[config.mk]
export PLATFORM = sky130hd
export DESIGN_NAME = tic_top
export DESIGN_NICKNAME = d
export VERILOG_FILES = /design/src/logic/tic_pkg.sv /design/src/logic/tic_top.sv
export SDC_FILE = /design/constraint.sdc
export NUM_CORES = 1
export LEC_CHECK = 0
export ABC_AREA = 1
export BUFFER_PORTS_ARGS = -buffer_cell sky130_fd_sc_hd__buf_2
export CORE_UTILIZATION = 35
export DETAILED_ROUTE_END_ITERATION = 12
export HOLD_SLACK_MARGIN = 0.02
export PLACE_DENSITY = 0.65
export SLEW_MARGIN = 30
export SYNTH_ARGS = -nofsm -noshare
export SYNTH_HDL_FRONTEND = slang
export SYNTH_SLANG_ARGS = --single-unit
[constraint.sdc]
create_clock -name core_clk -period 1.3 [get_ports core_clk]
set_input_delay 0.065 -clock core_clk [delete_from_list [all_inputs] [get_ports core_clk]]
set_output_delay 0.065 -clock core_clk [all_outputs]
set_load 0.01 [all_outputs]
[src/logic/tic_pkg.sv]
// Purpose: constants for the timer input conditioning block
// Assumes: 16-bit register port, byte addresses on a 24-bit address
// Notes: bit n below means bit n of the 16-bit data word, bit 0 = lsb
//
// Contract
// - input 11 selector in bits 5-7 of ctrl_b, codes 000 to 111
// - three-bit codes 10x mean low level, 11x mean high level
// - input 10 selector in bits 9-11 of ctrl_b, same encoding
// - input 9 selector in bits 13-15 of ctrl_b, same encoding
// - inputs 19 down to 12 use bit pairs 0-1 up to 14-15 of ctrl_c
// - two-bit codes ignore, rising, falling, both; no level sensing
// - inputs 23 down to 20 use bit pairs 8-9 up to 14-15 of ctrl_d
// - ctrl_b and ctrl_c clear to zero on reset
// - ctrl_d clears to zero on reset
package tic_pkg;

    // =========================================================
    // address map
    localparam int ADDR_W = 24;
    localparam logic [23:0] OFS_CTRL_B = 24'h800216;
    localparam logic [23:0] OFS_CTRL_C = 24'h800218;
    localparam logic [23:0] OFS_CTRL_D = 24'h80021B;
    localparam logic [23:0] OFS_PIN_STAT = 24'h80021C;

    // =========================================================
    // reset values and masks
    localparam logic [15:0] RST_CTRL_B = 16'h0000;
    localparam logic [15:0] RST_CTRL_C = 16'h0000;
    localparam logic [7:0] RST_CTRL_D = 8'h00;
    localparam logic [15:0] MASK_CTRL_B = 16'hEEE0;
    localparam logic [15:0] RD_ZERO = 16'h0000;

    // =========================================================
    // input numbering and field layout
    localparam int IN_LO = 9;
    localparam int IN_HI = 23;
    localparam int IN_WIDE_HI = 11;
    localparam int IN_C_HI = 19;
    localparam int B_LSB_TOP = 5;
    localparam int B_STEP = 4;
    localparam int C_STEP = 2;
    localparam int D_STEP = 2;
    localparam int D_LANE = 8;
    localparam int STAT_LSB = 1;

    // =========================================================
    // selector codes, two-bit codes sit in the low bits
    localparam logic [2:0] SEL_OFF = 3'h0;
    localparam logic [2:0] SEL_RISE = 3'h1;
    localparam logic [2:0] SEL_FALL = 3'h2;
    localparam logic [2:0] SEL_BOTH = 3'h3;
    localparam logic [1:0] SEL_LVL_LOW = 2'h2;
    localparam logic [1:0] SEL_LVL_HIGH = 2'h3;

endpackage

[src/logic/tic_top.sv]
// Purpose: conditions timer inputs 9 to 23 into events or levels
// Assumes: pins are asynchronous to core_clk; one clock domain
// Notes: read data appear in the cycle after the read strobe only
module tic_top (
    // clock and reset
    input wire logic core_clk,
    input wire logic rst_n,
    // register port
    input wire logic [23:0] reg_addr,
    input wire logic [15:0] reg_wdata,
    input wire logic reg_wr,
    input wire logic reg_rd,
    output logic [15:0] reg_rdata,
    // timer input pins
    input wire logic [23:9] timer_in,
    // conditioned outputs to the timers
    output logic [23:9] tin_event,
    output logic [23:9] tin_level
);

    // =========================================================
    // behaviour notes
    //
    // register side
    // - all registers are reached by full 24-bit address compare
    // - a write lands at the edge that samples the write strobe
    // - selectors act from the cycle after that edge
    // - read data stand for one cycle after the read strobe
    // - outside that cycle the read data are zero
    // - the slave never stalls; strobes may come back to back
    // - ctrl_d is a byte register carried on the upper data lane
    // - the lower byte of a ctrl_d read is always zero
    // - unassigned ctrl_b bits are masked on write and on read
    // - unmapped addresses ignore writes and read zero
    // - the pin status word is read only, input 9 at bit 1
    //
    // pin side
    // - every pin passes two flops before any logic reads it
    // - a third flop holds the previous synchronised level
    // - an edge is a difference between that pair of flops
    // - a pin change shows at the outputs two edges after capture
    // - pulses shorter than one clock may be lost entirely
    // - edges one cycle apart each give their own event pulse
    //
    // treatment
    // - off codes give neither events nor levels
    // - rise, fall and both codes give one-cycle event pulses
    // - level codes give no events, only a held level indication
    // - the lsb of a level code has no effect
    // - only inputs 9 to 11 can reach the level codes
    // - inputs 12 to 23 pad their two-bit code with a zero msb
    //
    // hazards
    // - history flops clear on reset, so a pin that idles high
    //   looks like a rising edge two cycles after release
    // - selectors are zero then unless a write lands at the first two edges after release, so that edge goes unreported
    // - changing a selector while a pin moves may drop one edge
    // - level outputs follow the pin with the same two-cycle lag
    //
    // =========================================================
    // decode helpers

    // true when the address selects the given register
    function automatic logic hit(input logic [23:0] a,
                                 input logic [23:0] ofs);
        hit = (a == ofs);
    endfunction

    // turns a three-bit code and the sampled pin into event and level
    function automatic logic [1:0] treat(input logic [2:0] code,
                                         input logic cur,
                                         input logic prev);
        logic ev;
        logic lv;
        ev = 1'b0;
        lv = 1'b0;
        if (code[2]) begin
            // level codes ignore the lsb
            if (code[2:1] == tic_pkg::SEL_LVL_HIGH) begin
                lv = cur;
            end else begin
                lv = ~cur;
            end
        end else begin
            unique case (code)
                tic_pkg::SEL_OFF: begin
                    ev = 1'b0;
                end
                tic_pkg::SEL_RISE: begin
                    ev = cur & ~prev;
                end
                tic_pkg::SEL_FALL: begin
                    ev = ~cur & prev;
                end
                tic_pkg::SEL_BOTH: begin
                    ev = cur ^ prev;
                end
            endcase
        end
        treat = {ev, lv};
    endfunction

    // =========================================================
    // address decode

    logic sel_b;
    logic sel_c;
    logic sel_d;
    logic sel_stat;

    // register selects shared by the write and read paths
    always_comb begin
        sel_b = hit(reg_addr, tic_pkg::OFS_CTRL_B);
        sel_c = hit(reg_addr, tic_pkg::OFS_CTRL_C);
        sel_d = hit(reg_addr, tic_pkg::OFS_CTRL_D);
        sel_stat = hit(reg_addr, tic_pkg::OFS_PIN_STAT);
    end

    // =========================================================
    // control registers

    logic [15:0] ctrl_b_q;
    logic [15:0] ctrl_b_d;
    logic [15:0] ctrl_c_q;
    logic [15:0] ctrl_c_d;
    logic [7:0] ctrl_d_q;
    logic [7:0] ctrl_d_d;

    // next values on a write strobe
    always_comb begin
        ctrl_b_d = ctrl_b_q;
        ctrl_c_d = ctrl_c_q;
        ctrl_d_d = ctrl_d_q;
        if (reg_wr) begin
            if (sel_b) begin
                // unassigned bits stay zero
                ctrl_b_d = reg_wdata & tic_pkg::MASK_CTRL_B;
            end
            if (sel_c) begin
                ctrl_c_d = reg_wdata;
            end
            if (sel_d) begin
                // byte register rides the upper lane
                ctrl_d_d = reg_wdata[15:tic_pkg::D_LANE];
            end
        end
    end

    // register the control state
    always_ff @(posedge core_clk or negedge rst_n) begin
        if (!rst_n) begin
            ctrl_b_q <= tic_pkg::RST_CTRL_B;
            ctrl_c_q <= tic_pkg::RST_CTRL_C;
            ctrl_d_q <= tic_pkg::RST_CTRL_D;
        end else begin
            ctrl_b_q <= ctrl_b_d;
            ctrl_c_q <= ctrl_c_d;
            ctrl_d_q <= ctrl_d_d;
        end
    end

    // =========================================================
    // pin synchronisers and edge history

    logic [23:9] meta_q;
    logic [23:9] meta_d;
    logic [23:9] sync_q;
    logic [23:9] sync_d;
    logic [23:9] prev_q;
    logic [23:9] prev_d;

    // two flops per pin, then one stage of history
    always_comb begin
        meta_d = timer_in;
        sync_d = meta_q;
        prev_d = sync_q;
    end

    // register the pin stages
    always_ff @(posedge core_clk or negedge rst_n) begin
        if (!rst_n) begin
            meta_q <= '0;
            sync_q <= '0;
            prev_q <= '0;
        end else begin
            meta_q <= meta_d;
            sync_q <= sync_d;
            prev_q <= prev_d;
        end
    end

    // =========================================================
    // per-input selector extraction and treatment

    logic [2:0] sel [23:9];
    logic [23:9] ev_w;
    logic [23:9] lv_w;

    genvar gi;
    generate
        for (gi = tic_pkg::IN_LO; gi <= tic_pkg::IN_HI; gi++) begin : g_in
            if (gi <= tic_pkg::IN_WIDE_HI) begin : g_wide
                localparam int LSB = tic_pkg::B_LSB_TOP
                    + tic_pkg::B_STEP * (tic_pkg::IN_WIDE_HI - gi);
                // three-bit selectors of inputs 9 to 11
                assign sel[gi] = ctrl_b_q[LSB+2:LSB];
            end else if (gi <= tic_pkg::IN_C_HI) begin : g_mid
                localparam int LSB = tic_pkg::C_STEP
                    * (tic_pkg::IN_C_HI - gi);
                // two-bit selectors, level codes unreachable
                assign sel[gi] = {1'b0, ctrl_c_q[LSB+1:LSB]};
            end else begin : g_top
                localparam int LSB = tic_pkg::D_STEP
                    * (tic_pkg::IN_HI - gi);
                // two-bit selectors of inputs 20 to 23
                assign sel[gi] = {1'b0, ctrl_d_q[LSB+1:LSB]};
            end
            // event and level for this input
            assign {ev_w[gi], lv_w[gi]} =
                treat(sel[gi], sync_q[gi], prev_q[gi]);
        end
    endgenerate

    // =========================================================
    // conditioned outputs

    logic [23:9] event_q;
    logic [23:9] event_d;
    logic [23:9] level_q;
    logic [23:9] level_d;

    // next output values
    always_comb begin
        event_d = ev_w; // one-cycle pulse per qualifying edge
        level_d = lv_w; // held while the level is active
    end

    // register the outputs
    always_ff @(posedge core_clk or negedge rst_n) begin
        if (!rst_n) begin
            event_q <= '0;
            level_q <= '0;
        end else begin
            event_q <= event_d;
            level_q <= level_d;
        end
    end

    assign tin_event = event_q;
    assign tin_level = level_q;

    // =========================================================
    // read path

    logic [15:0] rdata_q;
    logic [15:0] rdata_d;
    logic [15:0] pin_stat;

    // synchronised pin levels, input 9 at bit 1
    assign pin_stat = {sync_q, 1'b0};

    // data stand only in the cycle after the read strobe
    always_comb begin
        rdata_d = tic_pkg::RD_ZERO;
        if (reg_rd) begin
            if (sel_b) begin
                rdata_d = ctrl_b_q & tic_pkg::MASK_CTRL_B;
            end else if (sel_c) begin
                rdata_d = ctrl_c_q;
            end else if (sel_d) begin
                rdata_d = {ctrl_d_q, tic_pkg::RST_CTRL_D};
            end else if (sel_stat) begin
                rdata_d = pin_stat;
            end else begin
                rdata_d = tic_pkg::RD_ZERO; // unmapped reads zero
            end
        end
    end

    // register the read data
    always_ff @(posedge core_clk or negedge rst_n) begin
        if (!rst_n) begin
            rdata_q <= tic_pkg::RD_ZERO;
        end else begin
            rdata_q <= rdata_d;
        end
    end

    assign reg_rdata = rdata_q;

endmodule

# Word-level counts from Yosys, hierarchy flattened

Index checks and enable logic that the tools add are counted.

Input port bits: 59
Word-level logic and storage cells: 183
Register bits: 112
Output and inout bits: 46

Multiplexer cells: 29
Equality and inequality tests: 52
Reduce and logical (&&, ||, !) cells: 18
Bitwise logic cells: 75

Operators with widths:

| operator                                      | number |
|---|---|
| == test 24 bit, second input constant         | 4 |
| two-way mux 16 bit                            | 5 |
| case mux 1 bit (4 select lines)               | 15 |
| == test 2 bit, second input constant          | 27 |
| logical NOT 3 bit                             | 15 |
| bitwise AND 1 bit                             | 30 |
| inverter 1 bit                                | 30 |
| == test 2 x 1 -> 1 bit, second input constant | 12 |
| == test 3 x 2 -> 1 bit, second input constant | 6 |
| bitwise XOR 1 bit                             | 15 |
| == test 3 x 1 -> 1 bit, second input constant | 3 |
| two-way mux 1 bit                             | 9 |
| AND reduction 2 bit                           | 3 |

# Logic depth before layout (Yosys ltp)

Word-level depth: 6
Depth in mapped cells: 11
Mapped depth without buffers: 11

# Worst setup path before layout

No wires, ideal clock.

Path kind: input port to flip-flop
From: input port reg_addr[5]
To: register rdata_q[12] (netlist: reg_rdata[12])
Library setup time: 0.113 ns
Path slack: 0.112 ns
Stages on the path: 11
Arrival time: 1.075 ns
Cells stage by stage: inv_1 > nand2_2 > nor2_4 > inv_2 > nor2_4 > buf_6 > nand3_4 > nand2_1 > nor2_1 > nand2_1 > inv_1

Cells in the longest elaborated chain, start to end: 6
Elaborated cells between the ends (all ways): 9
Those cells by class: eq/ne (4); mux (5)

Ends and longest elaborated chain:

| element               | RTL line       | source |
|---|---|---|
| start, declared       | tic_top.sv:9   | `input wire logic [23:0] reg_addr,` |
| == test 24 bit        | tic_top.sv:66  | `hit = (a == ofs);` |
| two-way mux 16 bit    | tic_top.sv:272 | `end else if (sel_stat) begin` |
| two-way mux 16 bit    | tic_top.sv:270 | `end else if (sel_d) begin` |
| two-way mux 16 bit    | tic_top.sv:268 | `end else if (sel_c) begin` |
| two-way mux 16 bit *  | tic_top.sv:266 | `if (sel_b) begin` |
| two-way mux 16 bit *  | tic_top.sv:265 | `if (reg_rd) begin` |
| named net rdata_d[12] | tic_top.sv:256 | `logic [15:0] rdata_d;` |
| end signal, assigned  | tic_top.sv:283 | `rdata_q <= tic_pkg::RD_ZERO;` |
| end signal, assigned  | tic_top.sv:285 | `rdata_q <= rdata_d;` |
| end, declared         | tic_top.sv:255 | `logic [15:0] rdata_q;` |

Mark *: on every way through the listed nets, which the timed path passes. The rest lies on a longest branch.
A chain may end at the register's enable or synchronous reset.

# Worst setup path in the final report

From: register sync_q, in the netlist prev_d[19]
To: register event_q, in the netlist tin_event[19]

Cells in the longest elaborated chain, start to end: 3
Elaborated cells between the ends (all ways): 5
Those cells by class: mux (1); bitwise (4)

Ends and longest elaborated chain:

| element                           | RTL line       | source |
|---|---|---|
| start, declared                   | tic_top.sv:167 | `logic [23:9] sync_q;` |
| start signal, assigned            | tic_top.sv:187 | `sync_q <= sync_d;` |
| inverter 1 bit                    | tic_top.sv:93  | `ev = ~cur & prev;` |
| bitwise AND 1 bit                 | tic_top.sv:93  |  |
| case mux 1 bit (4 select lines) * | tic_top.sv:85  | `unique case (code)` |
| named net ev_w (one bit)          | tic_top.sv:196 | `logic [23:9] ev_w;` |
| end signal, assigned              | tic_top.sv:244 | `event_q <= event_d;` |
| end, declared                     | tic_top.sv:227 | `logic [23:9] event_q;` |

Marks and branches as above.

==> impl_metrics.yaml <==
floorplanning:
  core_um2: 14000
  start_util: 0.364
  io_pins: 105
  dieWidth_um: 123
  dieArea_um2: 15100
  die_y_um: 123
  rows: 43
synth:
  ys_types: 30
  synth_xor_area_frac: 0
  synth_fa_ha_area_frac: 0.0735
  synth_common_cells: "dfrtp_1 (112), nand2_1 (99), inv_1 (77)"
  synthCells: 529
  syn_avg_cell_area_um2: 9.66
  yosysTopAreaCell: "dfrtp_1"
  yosysWarnings: 0
  synth_compound_area_frac: 0.100
  synth_simple_gate_area_frac: 0.186
  synth_mux_area_frac: 0
  synth_edf_count: 0
  async_flop_share: 1.00
  ys_top_cells_by_area: "dfrtp_1 (55%), ha_1 (7.3%), nand2_1 (7.3%)"
  synth-seq-cells: 112
  synthFlopType: "dfrtp_1"
  yosysTopAreaCellShare: 0.548
  syn-cell-area_um2: 5110
  yosysSeqAreaShare: 0.548
  yosysMostFrequentCell: "dfrtp_1"
  synth_top_family_by_area: "simple AND/OR/NAND/NOR gates"
run_status:
  outcome: "completed"
place:
  port_buffers: 92
  dp.cells: 817
  gp_congestion: 0.820
  dp_hpwl_um: 8740
  dp_slack_ns: -0.101
  dpl_cell_area_um2: 5910
clock_network:
  htree_levels: 3
  path_clk_slew_ns: 0.07
  holdBufCountCts: 26
  root_buffer: "clkbuf_16"
  insertion_delay_ns: 0.35
  cts_tree: "built"
  cts-buffers-inserted: 9
  postCtsResizedCells: 0
  clockBufferDepth: 2
  cts_sinks: 112
  cts_setup_buffers: 0
pwr:
  leakagePower_nw: 3.58
  vdd_drop_max_v: 0.000700
  p_per_area_nw_per_um2: 1070
layout:
  n_antenna_cell: 0
  syn_to_final_growth_pct: 27.0
  drive_gt1_frac: 0.253
  nets: 763
  layout.cells.non_filler: 859
  fin_area_um2: 6490
critical_path:
  crit_buf_inv: 0
  cp_max_fo: 3
  critical-path-top-delay-family: "flip-flops"
  path_cells: "ha_1 > or2_2 > a31oi_1"
  cp-end-kind: "register"
  critPathLaunchType: "register"
  arrival_ns: 1.48
  slowest_delay_ns: 0.41
  path_class: "register to register"
  slowest_stage: "dfrtp_1"
  worstPathRequired_ns: 1.58
drt:
  postRouteAntennaNets: 0
  drc: 0
  highest_layer: "met4"
  met2WireLength_um: 5820
  first_pass_iters: 4
  vias: 4051
  avgRoutedWirePerCell_um: 13.5
  vias_per_cell: 4.72
  drt-initial-drc-count: 191
  wirelength_um: 11600
  wl_met3_um: 618
  m1WireLength_um: 4870
grt:
  overflow: 0
  track_usage: 0.168
  antenna_found_initial: 0
  grt_pass1_vias: 4164
  grt_max_degree: 42
  grt_pass1_wl_um: 19100
run:
  cap_violations: 0
sta:
  setup_viol: 0
  period_share: 0.927
  clock_skew_ns: 0.00747
  rsz0062_at_grt: "no"
  final-hold-violation-count: 0
  layout_setup_ws_ns: 0.0947
  slew_violations: 0
  clock.fmax_mhz: 830
  fin_crit_ns: 1.21
min_path:
  hp-class: "input pin to register"
-- layout make-up --
type                    instances  area (um2)
fillers                      1311        7550
flip-flops and latches        112        2800
multi-input cells             328        1880
repair buffers                143         961
inverters                      80         302
clock buffers                  11         253
well taps                     180         225
clock inverters                 5        62.6
-- flip-flops by register name, indices dropped and copies added (netlist names) --
register	count
prev_q	15
ctrl_c_q	16
tin_level	3
tin_event	15
ctrl_b_q	9
meta_q	15
ctrl_d_q	8
prev_d	15
reg_rdata	16
-- cells by family after synthesis --
group / Yosys count
other cells: 1
buf+inv: 100
flops: 112
simple gates: 199
fa+ha+maj: 30
compound gates: 87
-- where the power goes --
| part | switching [mW] | total (mW) | leakage (nW) | internal (mW) |
|---|---|---|---|---|
| sequential | 0.0493 | 3.60 | 1.45 | 3.56 |
| combinational | 0.267 | 0.478 | 1.98 | 0.211 |
| clock | 1.27 | 2.89 | 0.154 | 1.62 |
| total | 1.59 | 6.97 | 3.58 | 5.38 |
-- cell usage in the layout, fill, tap and decap left out, types with 2 or more instances in the layout --
cell type	instances
nand2_1	99
o21ai_1	7
conb_1	12
dlygate4sd3_1	26
nand4_1	11
clkbuf_16	9
nand2_2	3
o211ai_1	2
o21ai_2	19
clkinv_2	2
nor2_1	36
inv_1	77
clkbuf_8	2
dfrtp_1	112
nor3_1	6
buf_4	22
inv_2	2
ha_1	30
o21ai_0	32
nor2_4	4
nand2_4	3
buf_12	4
buf_2	91
nand3_2	2
a21oi_1	26
nor2_8	2
nand3_1	29
-- metal layers --
layer / global-route usage / vias up
met1: 0.200 / 1964
met4: 0.0587 / 0
met3: 0.0437 / 26
met5: 0 / -
met2: 0.292 / 114
li1: - / 1947
-- stage by stage --
step	power [mW]	util	hold WS (ns)	TNS, ns
6_report	6.97	0.462	0.0312	0
4_1_cts	7.04	0.462	0.0281	0
2_1_floorplan	3.85	-	-0.231	0
5_1_grt	7.25	0.462	0.0397	0
3_5_place_dp	4.10	0.421	-0.00693	-2.46
3_3_place_gp	4.07	0.421	-0.00812	-1.55
-- worst register-to-register path: stages (launching register included) --
cell	delay, ns
dfrtp_1	0.41
ha_1	0.29
or2_2	0.30
a31oi_1	0.13
-- final timing paths --
path | start | end | slack, ns | depth (start not counted)
min reg2reg | meta_q[17] | prev_d[17] | 0.35 | 0
min in group asynchronous | rst_n | meta_q[9] | 0.15 | 2
min | reg_wdata[15] | ctrl_c_q[15] | 0.03 | 3
max reg2reg | prev_d[19] | tin_event[19] | 0.09 | 3
max in group asynchronous | rst_n | meta_q[22] | 0.62 | 3
max | prev_d[19] | tin_event[19] | 0.09 | 3
Note: power is estimated with default switching activity, not from simulation.
